<file path="src/rtl/rlc_pkg.sv">
package rlc_pkg;
  // Register map (index and byte address coincide on this plain port)
  localparam logic [1:0] ADDR_CONTROL = 2'h0;
  localparam logic [1:0] ADDR_MODE = 2'h1;
  localparam logic [1:0] ADDR_STATUS = 2'h2;
  localparam int ADDR_W = 2;

  // Control register layout and reset value
  localparam int BIT_POWER = 7;
  localparam int BIT_PIN_DRIVE = 6;
  localparam int BIT_RANGE = 5;
  localparam int BIT_SOURCE = 4;
  localparam int TAP_MSB = 3;
  localparam int TAP_LSB = 0;
  localparam logic [7:0] CONTROL_RESET = 8'h00;

  // Comparator mode field and the setting that routes the ladder inward
  localparam int MODE_W = 3;
  localparam logic [2:0] MODE_RESET = 3'h0;
  localparam logic [2:0] MODE_FOUR_MUX = 3'h6;

  // Port bits touched by the pin drive
  localparam int PORT_BIT_SHARED = 0;
  localparam int PORT_BIT_NEG_REF = 2;

  // Level numerator: level = num / 96 of the supply span
  localparam int LEVEL_W = 7;
  localparam logic [6:0] QUARTER_OFFSET = 7'h18;
endpackage : rlc_pkg

</file>
<file path="src/rtl/rlc_ladder_control.sv">
// Contract
// - Bit 7 set powers ladder on; clear powers it down.
// - Bit 6 set routes level to shared analog pin; clear detaches it.
// - Bit 5 picks range: 1 is zero-based /24, 0 is quarter-based /32.
// - Bit 4 picks supply: 1 external reference pins, 0 device rails.
// - Low four bits hold tap 0..15 choosing one of sixteen levels.
// - Level is tap/24 of span, or span/4 plus tap/32 of span.
// - Pin drive overrides port direction bit 0 of the shared pin.
// - Reset clears power, pin drive, range and tap bits.
// - Wake from sleep leaves the control register unchanged.
// - Ladder works independently of comparator mode.
// - Ladder feeds comparator positive inputs only in four-input mux mode.
//
// Our own choices: the plain strobed port and the address map.
`timescale 1ns/1ps
module rlc_ladder_control (
  input wire logic clk_in, // System clock, 100 MHz
  input wire logic rst_in, // Synchronous device reset, active high
  input wire logic wake_in, // Wake from sleep pulse, no effect on state
  input wire logic [rlc_pkg::ADDR_W-1:0] addr_in, // Register address
  input wire logic [7:0] wdata_in, // Write data
  input wire logic wr_in, // Write strobe
  input wire logic rd_in, // Read strobe
  input wire logic [7:0] port_dir_in, // Port A direction bits, 1 = input
  output logic [7:0] rdata_out, // Read data, cycle after read strobe
  output logic power_on_out, // Ladder powered
  output logic pin_drive_out, // Level routed to shared analog pin
  output logic range_select_out, // Ladder range
  output logic source_select_out, // Ladder supply source
  output logic [3:0] tap_value_out, // Ladder tap
  output logic [rlc_pkg::LEVEL_W-1:0] level_num_out, // Level in 96ths of span
  output logic shared_pin_dir_out, // Effective direction of shared pin, 1 = input
  output logic neg_ref_conflict_out, // Pin drive on while negative ref pin is output
  output logic cmp_ref_internal_out // Ladder feeds comparator positive inputs
);

  // Ladder level, counted in 96ths of the supply span
  typedef logic [rlc_pkg::LEVEL_W-1:0] rlc_level_t;

  // Stored control byte and comparator mode mirror, with their pending values
  logic [7:0] control_reg;
  logic [7:0] control_next;
  logic [rlc_pkg::MODE_W-1:0] mode_reg;
  logic [rlc_pkg::MODE_W-1:0] mode_next;

  // Strobe decode results
  logic control_write;
  logic mode_write;

  // Pending values for the registered outputs
  wire logic [3:0] tap_pending;
  rlc_level_t level_next;
  logic shared_dir_next;
  logic conflict_next;
  logic route_next;
  logic [7:0] read_next;

  // Write decode, shared by the control register and the mode mirror
  function automatic logic write_hits(
    input logic wr,
    input logic [rlc_pkg::ADDR_W-1:0] addr,
    input logic [rlc_pkg::ADDR_W-1:0] target
  );
    write_hits = wr && (addr == target);
  endfunction : write_hits

  // One control bit of a stored or pending byte
  function automatic logic bit_of(
    input logic [7:0] c,
    input int pos
  );
    bit_of = c[pos];
  endfunction : bit_of

  // Tap field of a stored or pending byte
  function automatic logic [3:0] tap_of(
    input logic [7:0] c
  );
    tap_of = c[rlc_pkg::TAP_MSB:rlc_pkg::TAP_LSB];
  endfunction : tap_of

  // Level in 96ths: tap*4 for the /24 range, quarter plus tap*3 for /32
  // Working in 96ths keeps both ranges exact integers with no divider
  function automatic rlc_level_t level_of(
    input logic [7:0] c
  );
    rlc_level_t tap;
    tap = rlc_level_t'(tap_of(c));
    if (bit_of(c, rlc_pkg::BIT_RANGE)) begin
      level_of = tap << 2;
    end else begin
      level_of = rlc_pkg::QUARTER_OFFSET + (tap << 1) + tap;
    end
  endfunction : level_of

  // Status byte packing, low bits only
  function automatic logic [7:0] status_of(
    input logic route,
    input logic conflict,
    input logic shared_dir
  );
    status_of = 8'({route, conflict, shared_dir});
  endfunction : status_of

  // Mode decode for the inward route
  function automatic logic is_four_mux(
    input logic [rlc_pkg::MODE_W-1:0] mode
  );
    is_four_mux = (mode == rlc_pkg::MODE_FOUR_MUX);
  endfunction : is_four_mux

  // Strobe decode; wake_in is deliberately unused so sleep exits keep state
  always_comb begin
    control_write = write_hits(wr_in, addr_in, rlc_pkg::ADDR_CONTROL);
    mode_write = write_hits(wr_in, addr_in, rlc_pkg::ADDR_MODE);
  end

  // Pending control byte: a whole-byte write replaces it, nothing else does
  always_comb begin
    control_next = control_reg;
    if (control_write) begin
      control_next = wdata_in;
    end
  end

  // Control register; only device reset clears it
  always_ff @(posedge clk_in) begin
    if (rst_in) begin
      control_reg <= rlc_pkg::CONTROL_RESET;
    end else begin
      control_reg <= control_next;
    end
  end

  // Pending comparator mode
  always_comb begin
    mode_next = mode_reg;
    if (mode_write) begin
      mode_next = wdata_in[rlc_pkg::MODE_W-1:0];
    end
  end

  // Comparator mode mirror; it steers only the inward route, never the ladder
  always_ff @(posedge clk_in) begin
    if (rst_in) begin
      mode_reg <= rlc_pkg::MODE_RESET;
    end else begin
      mode_reg <= mode_next;
    end
  end

  // Tap bits picked out one by one from the pending byte
  for (genvar i = 0; i < 4; i++) begin : g_tap
    assign tap_pending[i] = control_next[rlc_pkg::TAP_LSB + i];
  end

  // Power output; registered from the pending byte so it tracks the write edge
  always_ff @(posedge clk_in) begin
    if (rst_in) begin
      power_on_out <= rlc_pkg::CONTROL_RESET[rlc_pkg::BIT_POWER];
    end else begin
      power_on_out <= bit_of(control_next, rlc_pkg::BIT_POWER);
    end
  end

  // Pin drive output
  always_ff @(posedge clk_in) begin
    if (rst_in) begin
      pin_drive_out <= rlc_pkg::CONTROL_RESET[rlc_pkg::BIT_PIN_DRIVE];
    end else begin
      pin_drive_out <= bit_of(control_next, rlc_pkg::BIT_PIN_DRIVE);
    end
  end

  // Range output
  always_ff @(posedge clk_in) begin
    if (rst_in) begin
      range_select_out <= rlc_pkg::CONTROL_RESET[rlc_pkg::BIT_RANGE];
    end else begin
      range_select_out <= bit_of(control_next, rlc_pkg::BIT_RANGE);
    end
  end

  // Supply source output
  always_ff @(posedge clk_in) begin
    if (rst_in) begin
      source_select_out <= rlc_pkg::CONTROL_RESET[rlc_pkg::BIT_SOURCE];
    end else begin
      source_select_out <= bit_of(control_next, rlc_pkg::BIT_SOURCE);
    end
  end

  // Tap output
  always_ff @(posedge clk_in) begin
    if (rst_in) begin
      tap_value_out <= rlc_pkg::CONTROL_RESET[rlc_pkg::TAP_MSB:rlc_pkg::TAP_LSB];
    end else begin
      tap_value_out <= tap_pending;
    end
  end

  // Pending level
  always_comb begin
    level_next = level_of(control_next);
  end

  // Level output; the reset value is the quarter-span start of the /32 range
  always_ff @(posedge clk_in) begin
    if (rst_in) begin
      level_num_out <= rlc_pkg::QUARTER_OFFSET;
    end else begin
      level_num_out <= level_next;
    end
  end

  // Pin ownership: drive wins over the direction bit of the shared pin
  always_comb begin
    shared_dir_next = port_dir_in[rlc_pkg::PORT_BIT_SHARED] &
                      ~bit_of(control_next, rlc_pkg::BIT_PIN_DRIVE);
  end

  // Effective shared pin direction; port bits are seen one cycle late
  always_ff @(posedge clk_in) begin
    if (rst_in) begin
      shared_pin_dir_out <= 1'b1;
    end else begin
      shared_pin_dir_out <= shared_dir_next;
    end
  end

  // Missing input setup on the negative reference pin while driving
  always_comb begin
    conflict_next = bit_of(control_next, rlc_pkg::BIT_PIN_DRIVE) &
                    ~port_dir_in[rlc_pkg::PORT_BIT_NEG_REF];
  end

  // Conflict flag; only reported, software has to fix the direction itself
  always_ff @(posedge clk_in) begin
    if (rst_in) begin
      neg_ref_conflict_out <= 1'b0;
    end else begin
      neg_ref_conflict_out <= conflict_next;
    end
  end

  // Inward route decode from the pending mode
  always_comb begin
    route_next = is_four_mux(mode_next);
  end

  // Inward route to both comparators only in four-input mux mode
  always_ff @(posedge clk_in) begin
    if (rst_in) begin
      cmp_ref_internal_out <= 1'b0;
    end else begin
      cmp_ref_internal_out <= route_next;
    end
  end

  // Read mux; idle cycles read zero so stale data never lingers on the bus
  always_comb begin
    read_next = '0;
    if (rd_in) begin
      unique case (addr_in)
        rlc_pkg::ADDR_CONTROL: begin
          read_next = control_reg;
        end
        rlc_pkg::ADDR_MODE: begin
          read_next = 8'(mode_reg);
        end
        rlc_pkg::ADDR_STATUS: begin
          read_next = status_of(cmp_ref_internal_out, neg_ref_conflict_out,
                                shared_pin_dir_out);
        end
        default: begin
          read_next = '0;
        end
      endcase
    end
  end

  // Read data register; it stands only in the cycle after the strobe
  always_ff @(posedge clk_in) begin
    if (rst_in) begin
      rdata_out <= '0;
    end else begin
      rdata_out <= read_next;
    end
  end

endmodule : rlc_ladder_control

</file>
<file path="config.mk">
export PLATFORM = sky130hd
export DESIGN_NAME = rlc_ladder_control
export DESIGN_NICKNAME = d
export VERILOG_FILES = /design/src/rtl/rlc_pkg.sv /design/src/rtl/rlc_ladder_control.sv
export SDC_FILE = /design/constraint.sdc
export NUM_CORES = 1
export LEC_CHECK = 0
export BUFFER_PORTS_ARGS = -buffer_cell sky130_fd_sc_hd__buf_4
export CORE_MARGIN = 2
export CORE_UTILIZATION = 51
export CTS_CLUSTER_DIAMETER = 30
export DETAILED_ROUTE_END_ITERATION = 6
export HOLD_SLACK_MARGIN = 0.12
export PLACE_DENSITY = 0.82
export SYNTH_ARGS = -nofsm -noshare
export SYNTH_HDL_FRONTEND = slang
export SYNTH_SLANG_ARGS = --single-unit
</file>
<file path="constraint.sdc">
create_clock -name clk_in -period 3.8 [get_ports clk_in]
set_input_delay 0.19 -clock clk_in [delete_from_list [all_inputs] [get_ports clk_in]]
set_output_delay 0.19 -clock clk_in [all_outputs]
set_load 0.05 [all_outputs]
</file>
==> impl.org, run 1 <==
** Status
- The run finished with clean final reports.

** Detailed routing
- For this run, design rule violations remaining after detail routing come to 0.
- The first routing iteration left 15 violations.
- The final route contains between 1,000 and 1,500 vias.
- In the routed layout, each cell is associated on average with a via count of approximately 5.2.
- Total Wirelength :: 2820 µm
- Antenna viol nets, final :: 0
- WL/cell :: between 10 and 15 µm
- First-pass iteration count of the detailed router :: 4

** GRT
- Entering global routing, the biggest net connects 23 pins.
- The first global-routing pass estimated ~4700 µm of wire.
- Vias in the first global route :: around 1,100
- In the global route stage, overall resource usage came out at 23.6%.
- Initial antenna violation count :: 0
- Global routing finished with a remaining overflow of 0.

** Final layout
- Leading cell type in the layout, fill and taps excluded :: sky130_fd_sc_hd__buf_4
- FILL cells :: 170
- The library cells used most frequently in the layout, excluding fill and tap cells, are sky130_fd_sc_hd__buf_4 (41), sky130_fd_sc_hd__dfxtp_1 (29), sky130_fd_sc_hd__nor2_1 (20), sky130_fd_sc_hd__mux2i_1 (9).
- Final-stage net count :: about 200
- Cells with a size suffix above 1 make up a little under a third of the layout.
- Area occupied by registers :: about 580 µm²
- Antenna Diode Count :: 0
- The area growth from synthesis to layout is 35.9%.
- Area of combinational cells with multiple inputs :: just over 600 µm²

** Critical path
- Cell family with most CP delay :: compound AO/OA/AOI/OAI gates
- Worst EP arrival :: about 3.3 ns
- Worst path slowest cell :: sky130_fd_sc_hd__dlygate4sd3_1
- Largest fanout on the critical path :: 11
- For this run, the slowest stage of the critical path takes ~0.53 ns.
- Count of buffering cells on the critical path with inverters included :: 4
- The worst setup path is captured at a flip-flop.
- Required time at the worst-slack endpoint :: between 4 and 5 ns
- The worst setup path is launched from a primary input.
- The setup path with the least slack is of type primary input to flip-flop.
- Most used cell along the critical path :: sky130_fd_sc_hd__inv_1
- The critical path goes through dlygate4sd3_1 > buf_4 > or3b_4 > a21oi_1 > inv_1 > ha_1 > inv_1 > fa_1 > a221oi_1 > a31oi_1 > a21o_1.

** Die
- The total area inside the core boundary comes to ~0.0023 mm².
- Once the floorplan was initialized, standard cells occupied ~55% of the core.
- Y dimension of the die :: ~54 µm
- The floorplan step defined a die boundary enclosing ~0.0029 mm².
- In this run the count of I/O pins placed on the die edge is between 40 and 50.
- From left edge to right edge, the die measures between 50 and 60 µm.
- Count of standard-cell rows :: 17

** Clocking
- CTS H-Tree Depth :: 2
- Clock latency on the worst-skew pair, taken at its later pin, is approximately 0.32 ns.
- Clock slew at the register clock pins of the worst setup and hold paths :: 0.09 ns
- TritonCTS built the clock tree.
- CTS root buf :: sky130_fd_sc_hd__clkbuf_4
- No sink is reached through more buffers than the 2 on the longest clock path.
- Post-CTS resize count :: 0
- Post-CTS setup repair buffer count :: 0
- Number of buffers created by CTS :: 5
- Counting every sink on the clock net gives 29.

** Power
- Internal power :: 0.515 mW
- Share of total power in the clock network :: a little under two fifths
- Net switching component of the power :: 0.178 mW
- Worst ir drop on vdd :: 0.354 mV
- Power spread over the standard cell area amounts to just over 400 mW/mm².
- Net Sw Frac :: approximately a quarter
- Part of the total power dissipated in sequential elements :: 46.1%
- Per report_power, the combinational group accounts for 16.3% of the total.
- In this run the static leakage power is between 0.7 and 0.8 nW.

** Placed design
- Routability-driven placement finished with a final weighted congestion of just under 0.9.
- Minimum setup slack after placement :: between 0.9 and 1 ns
- Post-detail-place hpwl :: slightly above 2000 µm
- In this run the tool buffered the top-level ports with between 40 and 50 buffer cells.

** Yosys
- After synthesis, the share of flip-flops with an asynchronous set or reset is 0%.
- Yosys mapped the design onto 38 distinct sky130hd cell types.
- Cells after synthesis :: approximately 130
- Counting flops and latches in the post-synthesis netlist gives 29.
- Synth Flop Type :: sky130_fd_sc_hd__dfxtp_1
- Count of flip-flops with a built-in enable after synthesis :: 0
- Total nets after synthesis :: ~160
- For this run, the number of Yosys warnings is 0.
- Avg Cell Area, Syn :: ~9.7 µm²
- Area of the mapped netlist :: approximately 0.0013 mm²
- Seq/Total Area, Yosys :: a little under half

** STA
- Final Hold Fails :: 0
- RSZ-0062 raised after global routing :: false
- Final critical-path share of the clock period :: 80.8%
- Number of pins exceeding their max-slew limit in the final report :: 0
- Worst Setup Slack, final :: ~0.73 ns
- Final worst path period need :: a little over 3 ns
- Max Clock Skew :: ~0.010 ns
- Derived from the worst setup path, the maximum achievable clock frequency is ~330 MHz.
- At the pin with the least slew margin, the transition time is ~0.53 ns.
- In this run the tightest slew margin relative to its limit is between 60% and 70%.
- Accumulated negative setup slack :: 0 ns
- Setup violators final :: 0

** Run
- Number of max-cap violations :: 0

** Hold path
- In this run the worst hold path is classified as primary input to flip-flop.
repair_timing:
action,in CTS,in global routing
endpoints found under the hold margin,4,1
setup endpoints to repair,0,0
hold buffers,4,1
cell usage after synthesis (2+ instances only):
master	n	area share, %
sky130_fd_sc_hd__dfxtp_1	29	46
sky130_fd_sc_hd__nor2_1	20	6.0
sky130_fd_sc_hd__mux2i_1	9	7.2
sky130_fd_sc_hd__a21oi_1	8	3.2
sky130_fd_sc_hd__inv_1	8	2.4
sky130_fd_sc_hd__nand2_1	5	1.5
sky130_fd_sc_hd__nor3_1	5	2.0
sky130_fd_sc_hd__and2_1	4	2.0
sky130_fd_sc_hd__ha_1	3	3.0
sky130_fd_sc_hd__a211oi_1	2	1.2
sky130_fd_sc_hd__a31oi_1	2	1.0
sky130_fd_sc_hd__buf_2	2	0.80
sky130_fd_sc_hd__clkbuf_1	2	0.60
sky130_fd_sc_hd__nand2b_1	2	1.0
sky130_fd_sc_hd__nand3b_1	2	1.2
sky130_fd_sc_hd__nor2b_1	2	1.0
sky130_fd_sc_hd__nor4b_1	2	1.4
sky130_fd_sc_hd__o21ai_0	2	0.80
layer usage:
layer / share of wire (%) / global-route usage (%) / vias up
li1: - / - / 536
met2: 51 / 38.7 / 44
met3: 6.5 / 8.89 / 9
met5: 0 / 0 / -
met4: 3.1 / 13.2 / 0
met1: 40 / 26.2 / 477
per-stage QoR:
stage / cells / hold WS (ns) / utilization [%] / power, mW / cell area [µm²]
2_1_floorplan: 129 / 0.267 / - / 0.398 / 1250
3_3_place_gp: 193 / 0.351 / 68.8 / 0.431 / 1570
3_5_place_dp: 193 / 0.359 / 68.8 / 0.434 / 1570
4_1_cts: 205 / 0.134 / 74.3 / 0.695 / 1690
5_1_grt: 206 / 0.135 / 74.7 / 0.725 / 1700
6_report: 206 / 0.135 / 74.7 / 0.692 / 1700
worst reg2reg max path: stages, from the launching register on:
cell                       delay, ns
sky130_fd_sc_hd__dfxtp_1        0.36
sky130_fd_sc_hd__a21oi_1        0.32
sky130_fd_sc_hd__inv_1          0.09
sky130_fd_sc_hd__ha_1           0.31
sky130_fd_sc_hd__inv_1          0.06
sky130_fd_sc_hd__fa_1           0.50
sky130_fd_sc_hd__a221oi_1       0.31
sky130_fd_sc_hd__a31oi_1        0.07
sky130_fd_sc_hd__a21o_1         0.19
cell families (layout without fill, tap and decap cells):
group	Yosys count	in the layout	share of synthesized area [%]
and+or+nand+nor	50	50	21.7
DFF	29	29	46.4
AOI/OAI and AO/OA	20	20	11.0
buffers and inverters	13	62	4.70
muxes	11	11	10.2
adders and majority gates	4	4	4.60
xor gates and xnor gates	2	2	1.40
area by class of cell:
class / instances / area share (%)
clock buffer: 7 / 3.24
clock inverter: 1 / 1.77
inverter: 8 / 1.77
multi-input combinational: 87 / 36.0
sequential: 29 / 34.1
tap: 28 / 2.06
timing repair buffer: 46 / 21.0
worst paths after layout:
path | startpoint | endpoint | slack, ns | cells after the start
setup / recovery | addr_in[1] | level_num_out[4] | 0.73 | 11
hold / removal | wdata_in[0] | mode_reg[0] | 0.13 | 3
setup reg to reg | control_reg[2] | level_num_out[4] | 1.49 | 8
hold reg to reg | control_reg[4] | control_reg[4] | 0.49 | 2
power by group through the flow:
stage,Sequential [mW],Combinational [mW],Clock (mW)
after floorplan,0.356,0.0425,0
after global placement,0.326,0.106,0
after detailed placement,0.326,0.108,0
after CTS,0.319,0.112,0.264
after global routing,0.321,0.121,0.283
final,0.319,0.113,0.260
Note: power is estimated with default switching activity, not from simulation.
==> run 2: changes to the inputs <==
--- a/config.mk
+++ b/config.mk
@@ -7,11 +7,11 @@
 export LEC_CHECK = 0
 export BUFFER_PORTS_ARGS = -buffer_cell sky130_fd_sc_hd__buf_4
 export CORE_MARGIN = 2
-export CORE_UTILIZATION = 51
+export CORE_UTILIZATION = 47
 export CTS_CLUSTER_DIAMETER = 30
 export DETAILED_ROUTE_END_ITERATION = 6
 export HOLD_SLACK_MARGIN = 0.12
-export PLACE_DENSITY = 0.82
+export PLACE_DENSITY = 0.77
 export SYNTH_ARGS = -nofsm -noshare
 export SYNTH_HDL_FRONTEND = slang
 export SYNTH_SLANG_ARGS = --single-unit
==> constraint.sdc (replaced) <==
create_clock -name clk_in -period 2.9 [get_ports clk_in]
set_input_delay 0.145 -clock clk_in [delete_from_list [all_inputs] [get_ports clk_in]]
set_output_delay 0.145 -clock clk_in [all_outputs]
set_load 0.05 [all_outputs]
==> impl.org, run 2 (synthesized netlist as in run 1, its figures left out) <==
** Final layout
- Summing all multi-input logic gate instances after layout gives just over 600 µm².
- Leading cell type in the layout, fill and taps excluded :: sky130_fd_sc_hd__buf_4
- Layout overhead on the synthesized area :: 37.0%
- Share of final-layout standard cells stronger than drive strength 1 :: a little under a third
- Final non-filler cell area :: around 0.0017 mm²
- Cells fill 68.6% of the core in the end.
- Fill cells in the final layout number about 210.
- Antenna Diode Count :: 0
- Final-stage net count :: 209
- The finished layout holds ~210 standard cells, fillers aside.
- Leaving out fill and tap cells, the most frequent cells in the layout are sky130_fd_sc_hd__buf_4 (42), sky130_fd_sc_hd__dfxtp_1 (29), sky130_fd_sc_hd__nor2_1 (20), sky130_fd_sc_hd__mux2i_1 (9), sky130_fd_sc_hd__dlygate4sd3_1 (9).
- Registers take 581 µm².

** Critical path
- Most used cell along the critical path :: sky130_fd_sc_hd__inv_1
- Largest fanout on the critical path :: 4
- Delay of the slowest critical-path stage :: roughly 0.56 ns
- Worst r2r dst :: level_num_out[4]
- For the worst setup path, the data required time is a little over 3 ns.
- Setup slack of the most critical reg-to-reg path :: 0.66 ns
- Total stage count of the critical path :: 11
- Type of the worst setup path :: primary input to flip-flop
- Depth of the worst register-to-register path :: 8
- Origin of the worst setup path :: wdata_in[2]
- The worst setup path is captured at a flip-flop.
- CP startpoint kind :: primary input
- Walking the worst path, the cells encountered are dlygate4sd3_1 > buf_4 > nor4bb_1 > a21oi_1 > inv_1 > ha_1 > inv_1 > fa_1 > a221oi_1 > a31oi_1 > a21o_1.
- Count of buffering cells on the critical path with inverters included :: 4
- On the critical path the largest part of the delay comes from buffers and inverters.
- The startpoint identified for the worst register-to-register timing path is control_reg[2].
- Worst EP arrival :: ~2.8 ns
- Worst path slowest cell :: sky130_fd_sc_hd__dlygate4sd3_1

** Clocking
- CTS root buf :: sky130_fd_sc_hd__clkbuf_4
- Clock tree from TritonCTS :: done
- Post-CTS setup repair buffer count :: 0
- Clock slew at the register clock pins of the worst setup and hold paths :: roughly 0.080 ns
- The clock tree synthesis step divided the H-tree into 2 levels.
- The later pin in the worst-skew pair is clocked with a latency of approximately 0.32 ns.
- CTS saw 29 sinks.
- The longest clock path from root to sink contains 2 buffers.
- Number of buffers created by CTS :: 5

** Hold path
- The startpoint identified for the worst hold timing path is wdata_in[6].
- Hold Path Cell Cnt :: 3
- The path class of the tightest hold or removal check is primary input to flip-flop.
- Hold path endpoint :: neg_ref_conflict_out

** STA
- Dividing the final minimum period by the clock period gives slightly below 90%.
- For the pin with the worst max-slew slack, the measured transition is 0.424 ns.
- Final Hold Fails :: 0
- Max-Slew Margin vs Limit :: 70.9%
- Setup violations remaining at the end of the flow were counted as 0.
- After layout, the minimum clock period comes to about 2.5 ns.
- The total count of max-transition violations in the final report came to 0.
- Upper clock frequency limit :: slightly below 400 MHz
- For the final routed database, the setup TNS stands at 0 ns.
- Max Clock Skew :: 0.00488 ns
- RSZ-0062 raised after global routing :: false

** Die
- CORE AREA :: approximately 0.0025 mm²
- Die footprint :: 0.00309 mm²
- The floorplan has 18 rows.
- The die is 55.6 µm wide.
- During I/O placement, the number of pins put on the boundary was 49.
- For this configuration, the core starts out at a cell density of between 50% and 60%.
- Y dimension of the die :: between 50 and 60 µm

** Detailed routing
- WL/cell :: between 10 and 15 µm
- The routed layout has approximately 1,100 vias.
- DR DRC count :: 0
- Number of vias per cell :: 5.16
- After detailed routing, the total wire length is 2690 µm.
- Antenna viol nets, final :: 0
- DRC marker count from the first detailed-route iteration :: 15
- First-pass iteration count of the detailed router :: 4

** Power
- Net switching is about 28% of the power.
- Registers are responsible for a little over half of the overall power.
- Internal power :: about 0.57 mW
- Dividing total power by cell area gives a power density of roughly 460 mW/mm².
- Gate power share :: between 10% and 20%
- The clock network burns roughly 28% of the power.
- Worst ir drop on vdd :: 0.338 mV
- Net switching component of the power :: about 0.22 mW
- The analysis attributes to cell leakage a power of about 0.77 nW.

** GRT
- GR met2 Demand/Resource :: between 30% and 40%
- Global routing consumed, on the met1 layer, 23.2% of the routing resources.
- In this run the most used layer during global routing was met2.
- Global routing usage on met3 :: under 10%
- For this run, the total global-route usage over all layers was measured as about a fifth.
- The number of antenna violations at the first check in global routing came to 0.
- Wire length of the first global-routing pass :: around 4700 µm
- Pin count of the biggest net entering global routing :: 23
- Vias in the first global route :: around 1,100
- After global routing the overflow that remains totals 0.

** Placed design
- Summed over all nets, the half-perimeter wirelength after detailed placement is 1950 µm.
- IO buf count :: between 40 and 50
- Placed Cells :: around 200
- Routability cong. :: around 0.92
- After detailed placement, the total cell area comes to around 0.0016 mm².

** Status
- The flow ran to the end, and the final reports show no timing, DRC or antenna violations.

** Run
- Number of max-cap violations :: 0
-- run 2: cell types whose count changed in the layout (fill, tap and decap cells not counted), sizes merged --
| cell | delta |
|---|---|
| dlygate4sd3 | +4 |
| buf | +1 |
| clkbuf | +1 |
| bufinv | -1 |
-- run 2: worst max-delay path by stage --
stage,to,slack [ns]
floorplan,level_num_out[4],0.48
finish,level_num_out[4],0.37
detailed placement,level_num_out[4],0.20
global placement,level_num_out[4],0.22
global route,level_num_out[4],0.17
CTS,level_num_out[4],0.40
-- run 2: final cells by class --
cell class | instances | share of cell area [%]
Clock buffer | 8 | 2.85
Timing Repair Buffer | 51 | 23.6
Sequential cell | 29 | 33.9
Tap cell | 30 | 2.19
Inverter | 8 | 1.75
Multi-Input combinational cell | 87 | 35.7
-- run 2: power by group through the flow --
| stage | registers (mW) | logic, mW | clock network (mW) |
|---|---|---|---|
| after floorplan | 0.466 | 0.0557 | 0 |
| after global placement | 0.427 | 0.140 | 0 |
| after detailed placement | 0.427 | 0.141 | 0 |
| after CTS | 0.418 | 0.151 | 0.228 |
| after global routing | 0.419 | 0.163 | 0.248 |
| final | 0.418 | 0.150 | 0.222 |
-- run 2: stage by stage --
stage	total power [mW]	worst slack, ns	hold WS, ns
floorplan	0.522	0.478	0.222
global placement	0.566	0.221	0.307
finish	0.791	0.368	0.128
detailed placement	0.568	0.197	0.312
CTS	0.797	0.399	0.129
global route	0.830	0.172	0.174
-- run 2: per-layer routing --
| metal | up-vias | share of wire (%) |
|---|---|---|
| li1 | 556 | - |
| met1 | 502 | 41 |
| met2 | 33 | 50 |
| met3 | 8 | 6.6 |
| met4 | 0 | 2.0 |
| met5 | - | 0 |
-- run 2: worst reg2reg max path: stages (launching register included) --
cell	delay, ns
sky130_fd_sc_hd__dfxtp_1	0.36
sky130_fd_sc_hd__a21oi_1	0.30
sky130_fd_sc_hd__inv_1	0.08
sky130_fd_sc_hd__ha_1	0.30
sky130_fd_sc_hd__inv_1	0.06
sky130_fd_sc_hd__fa_1	0.50
sky130_fd_sc_hd__a221oi_1	0.31
sky130_fd_sc_hd__a31oi_1	0.07
sky130_fd_sc_hd__a21o_1	0.16
-- run 2: repair_timing --
action / CTS / global route
hold buffers: 9 / 0
hold endpoints to repair: 8 / 0
resized for setup: 0 / 0
==> run 3: changes to the inputs <==
--- a/config.mk
+++ b/config.mk
@@ -12,6 +12,7 @@
 export DETAILED_ROUTE_END_ITERATION = 6
 export HOLD_SLACK_MARGIN = 0.12
 export PLACE_DENSITY = 0.77
+export RECOVER_POWER = 50
 export SYNTH_ARGS = -nofsm -noshare
 export SYNTH_HDL_FRONTEND = slang
 export SYNTH_SLANG_ARGS = --single-unit
==> impl.org, run 3 (synthesized netlist as in run 1, its figures left out) <==
** Status
- Run status :: finished clean

** Critical path
- Required time at the worst-slack endpoint :: between 3 and 4 ns
- On the critical path, the stage with the largest delay is an instance of sky130_fd_sc_hd__dlygate4sd3_1.
- The critical path is of the primary input to flip-flop type.
- On the worst path, the slowest cell contributes a delay of 0.55 ns.
- The critical path contains buffers and inverters numbering 3 combined.
- Setup slack of the most critical reg-to-reg path :: 0.61 ns
- STA classifies the critical path endpoint as a flip-flop.
- For the worst setup path, the data arrival time is about 2.8 ns.
- Cell family with most CP delay :: buffers and inverters
- Walking the worst path, the cells encountered are dlygate4sd3_1 > clkbuf_1 > nor4bb_1 > a21oi_1 > xor2_1 > ha_1 > inv_1 > fa_1 > a221oi_1 > a31oi_1 > a21o_1.
- STA classifies the critical path startpoint as a primary input.
- Largest fanout on the critical path :: 4

** GRT
- Vias in the first global route :: about 1,100
- Pin count of the biggest net entering global routing :: 23
- Global routing used 19.2% of the available tracks.
- Wire length of the first global-routing pass :: approximately 4700 µm
- The number of antenna violations at the first check in global routing was 0.
- Total grt overflow :: 0

** Run
- The tool flagged a number of max-cap violations equal to 0.

** Clocking
- The H-tree was split into 2 levels.
- Post-CTS setup repair buffer count :: 0
- Gates resized during post-CTS repair numbered 0.
- Hold-fix buffer count after cts :: 9
- Insertion delay of the later-clocked pin in the worst-skew pair :: around 0.32 ns
- CTS root buf :: sky130_fd_sc_hd__clkbuf_4
- Clock slew at the register clock pins of the worst setup and hold paths :: ~0.08 ns
- Number of buffers created by CTS :: 5
- Clock tree from TritonCTS :: done
- Clk sink count :: 29
- In this run the deepest clock path goes through 2 buffers.

** Final layout
- The finished layout holds 213 standard cells, fillers aside.
- Leading cell type in the layout, fill and taps excluded :: sky130_fd_sc_hd__dfxtp_1
- Antenna Diode Count :: 0
- After filler insertion, the fill cell instance count of the layout stands at 231.
- Most frequent cells in the layout :: sky130_fd_sc_hd__dfxtp_1 (29), sky130_fd_sc_hd__buf_4 (26), sky130_fd_sc_hd__nor2_1 (20), sky130_fd_sc_hd__clkbuf_1 (19), sky130_fd_sc_hd__mux2i_1 (10)
- From synthesis to final layout, the design area changed by 31.0%.
- The post-route netlist has between 20% and 30% of its cells at a drive strength greater than 1.
- Final-stage net count :: ~210

** Power
- The analysis attributes to cell leakage a power of roughly 0.7 nW.
- Share of total power in the clock network :: between 20% and 30%
- Part of the total power dissipated in sequential elements :: a little over half
- Net Sw Frac :: between 20% and 30%
- In this run the power spent charging and discharging nets is between 0.2 and 0.25 mW.
- The worst-case IR drop observed on VDD is 0.332 mV.
- Internal power :: 0.560 mW
- PwrDens :: around 480 mW/mm²
- Per report_power, the combinational group accounts for 18.1% of the total.

** Detailed routing
- WL/cell :: 12.7 µm
- Antenna viol nets, final :: 0
- After detailed routing, the number of vias per cell comes to 5.14.
- After detailed routing, the number of remaining DRC violations is 0.
- Vias post-DR :: around 1,100
- Summed over all layers, the routed wires come to approximately 2700 µm.
- Before antenna repair, the detailed router went through 4 iterations.
- After the first detailed-routing iteration, the DRC count stood at 14.

** Die
- From left edge to right edge, the die measures around 56 µm.
- For this configuration, the core starts out at a cell density of between 50% and 60%.
- CORE AREA :: about 0.0025 mm²
- Row generation in the floorplan step produced 18 rows.
- Boundary Pins :: a little under 50
- The die is 55.6 µm tall.
- Die footprint :: slightly above 0.003 mm²

** Placed design
- The HPWL after detailed placement is 1950 µm.
- Routability cong. :: between 0.9 and 1
- Counting tap cells, the placed design contains a total of 196 instances.
- IO buf count :: between 40 and 50

** STA
- The hold violation count in the final report is 0.
- For the pin with the worst max-slew slack, the measured transition is between 1 and 1.5 ns.
- RSZ-0062 raised after global routing :: false
- Upper clock frequency limit :: around 390 MHz
- Measured against its own limit, the worst slew margin works out to 32.0%.
- The worst path uses about nine tenths of the clock period.
- Accumulated negative setup slack :: 0 ns
- Number of pins exceeding their max-slew limit in the final report :: 0
- Setup violations remaining at the end of the flow were counted as 0.
- Max Clock Skew :: ~0.0056 ns
- Final worst path period need :: 2.59 ns

** Hold path
- Path category of the worst min-delay check :: primary input to flip-flop
[run 3: changes by cell type in the layout (fill, tap and decap cells not counted), sizes merged]
cell    delta
buf       -16
clkbuf    +16
[run 3: final timing paths]
| path | cells past startpoint | to | from |
|---|---|---|---|
| setup / recovery | 11 | level_num_out[4] | wdata_in[2] |
| hold / removal | 3 | neg_ref_conflict_out | wdata_in[6] |
| setup reg to reg | 8 | level_num_out[4] | control_reg[1] |
| hold reg to reg | 2 | control_reg[4] | control_reg[4] |
[run 3: per-stage QoR]
step | setup WS [ns] | utilization (%) | total power [mW] | cell area [µm²] | hold slack, ns
2_1_floorplan | 0.478 | - | 0.522 | 1250 | 0.222
3_3_place_gp | 0.221 | 63.0 | 0.566 | 1580 | 0.307
3_5_place_dp | 0.197 | 63.0 | 0.568 | 1580 | 0.312
4_1_cts | 0.399 | 68.6 | 0.797 | 1710 | 0.129
5_1_grt | 0.0996 | 65.6 | 0.821 | 1640 | 0.187
6_report | 0.307 | 65.6 | 0.779 | 1640 | 0.130
[run 3: power by group through the flow]
stage          clock network (mW)  registers [mW]  logic (mW)
6_report                    0.220           0.418       0.141
5_1_grt                     0.248           0.419       0.154
4_1_cts                     0.228           0.418       0.151
3_5_place_dp                    0           0.427       0.141
3_3_place_gp                    0           0.427       0.140
2_1_floorplan                   0           0.466      0.0557
[run 3: final cells by class]
| class | count | area (µm²) | area share [%] |
|---|---|---|---|
| Tap cell | 30 | 37.5 | 2.29 |
| Inverter | 8 | 30.0 | 1.83 |
| Clock buffer | 8 | 48.8 | 2.98 |
| Multi-Input combinational cell | 87 | 597 | 36.4 |
| Sequential cell | 29 | 581 | 35.4 |
| Timing Repair Buffer | 51 | 345 | 21.1 |
[run 3: tightest hold or removal path, stage by stage]
cell	delay, ns
sky130_fd_sc_hd__buf_4	0.08
sky130_fd_sc_hd__mux2i_1	0.06
sky130_fd_sc_hd__nor3_1	0.11
[run 3: metal layers]
metal | routed length (µm) | vias up | track usage [%]
li1 | - | 553 | -
met5 | 0 | - | 0
met1 | 1120 | 500 | 23.2
met4 | 55 | 0 | 8.36
met2 | 1350 | 34 | 31.0
met3 | 177 | 8 | 6.51
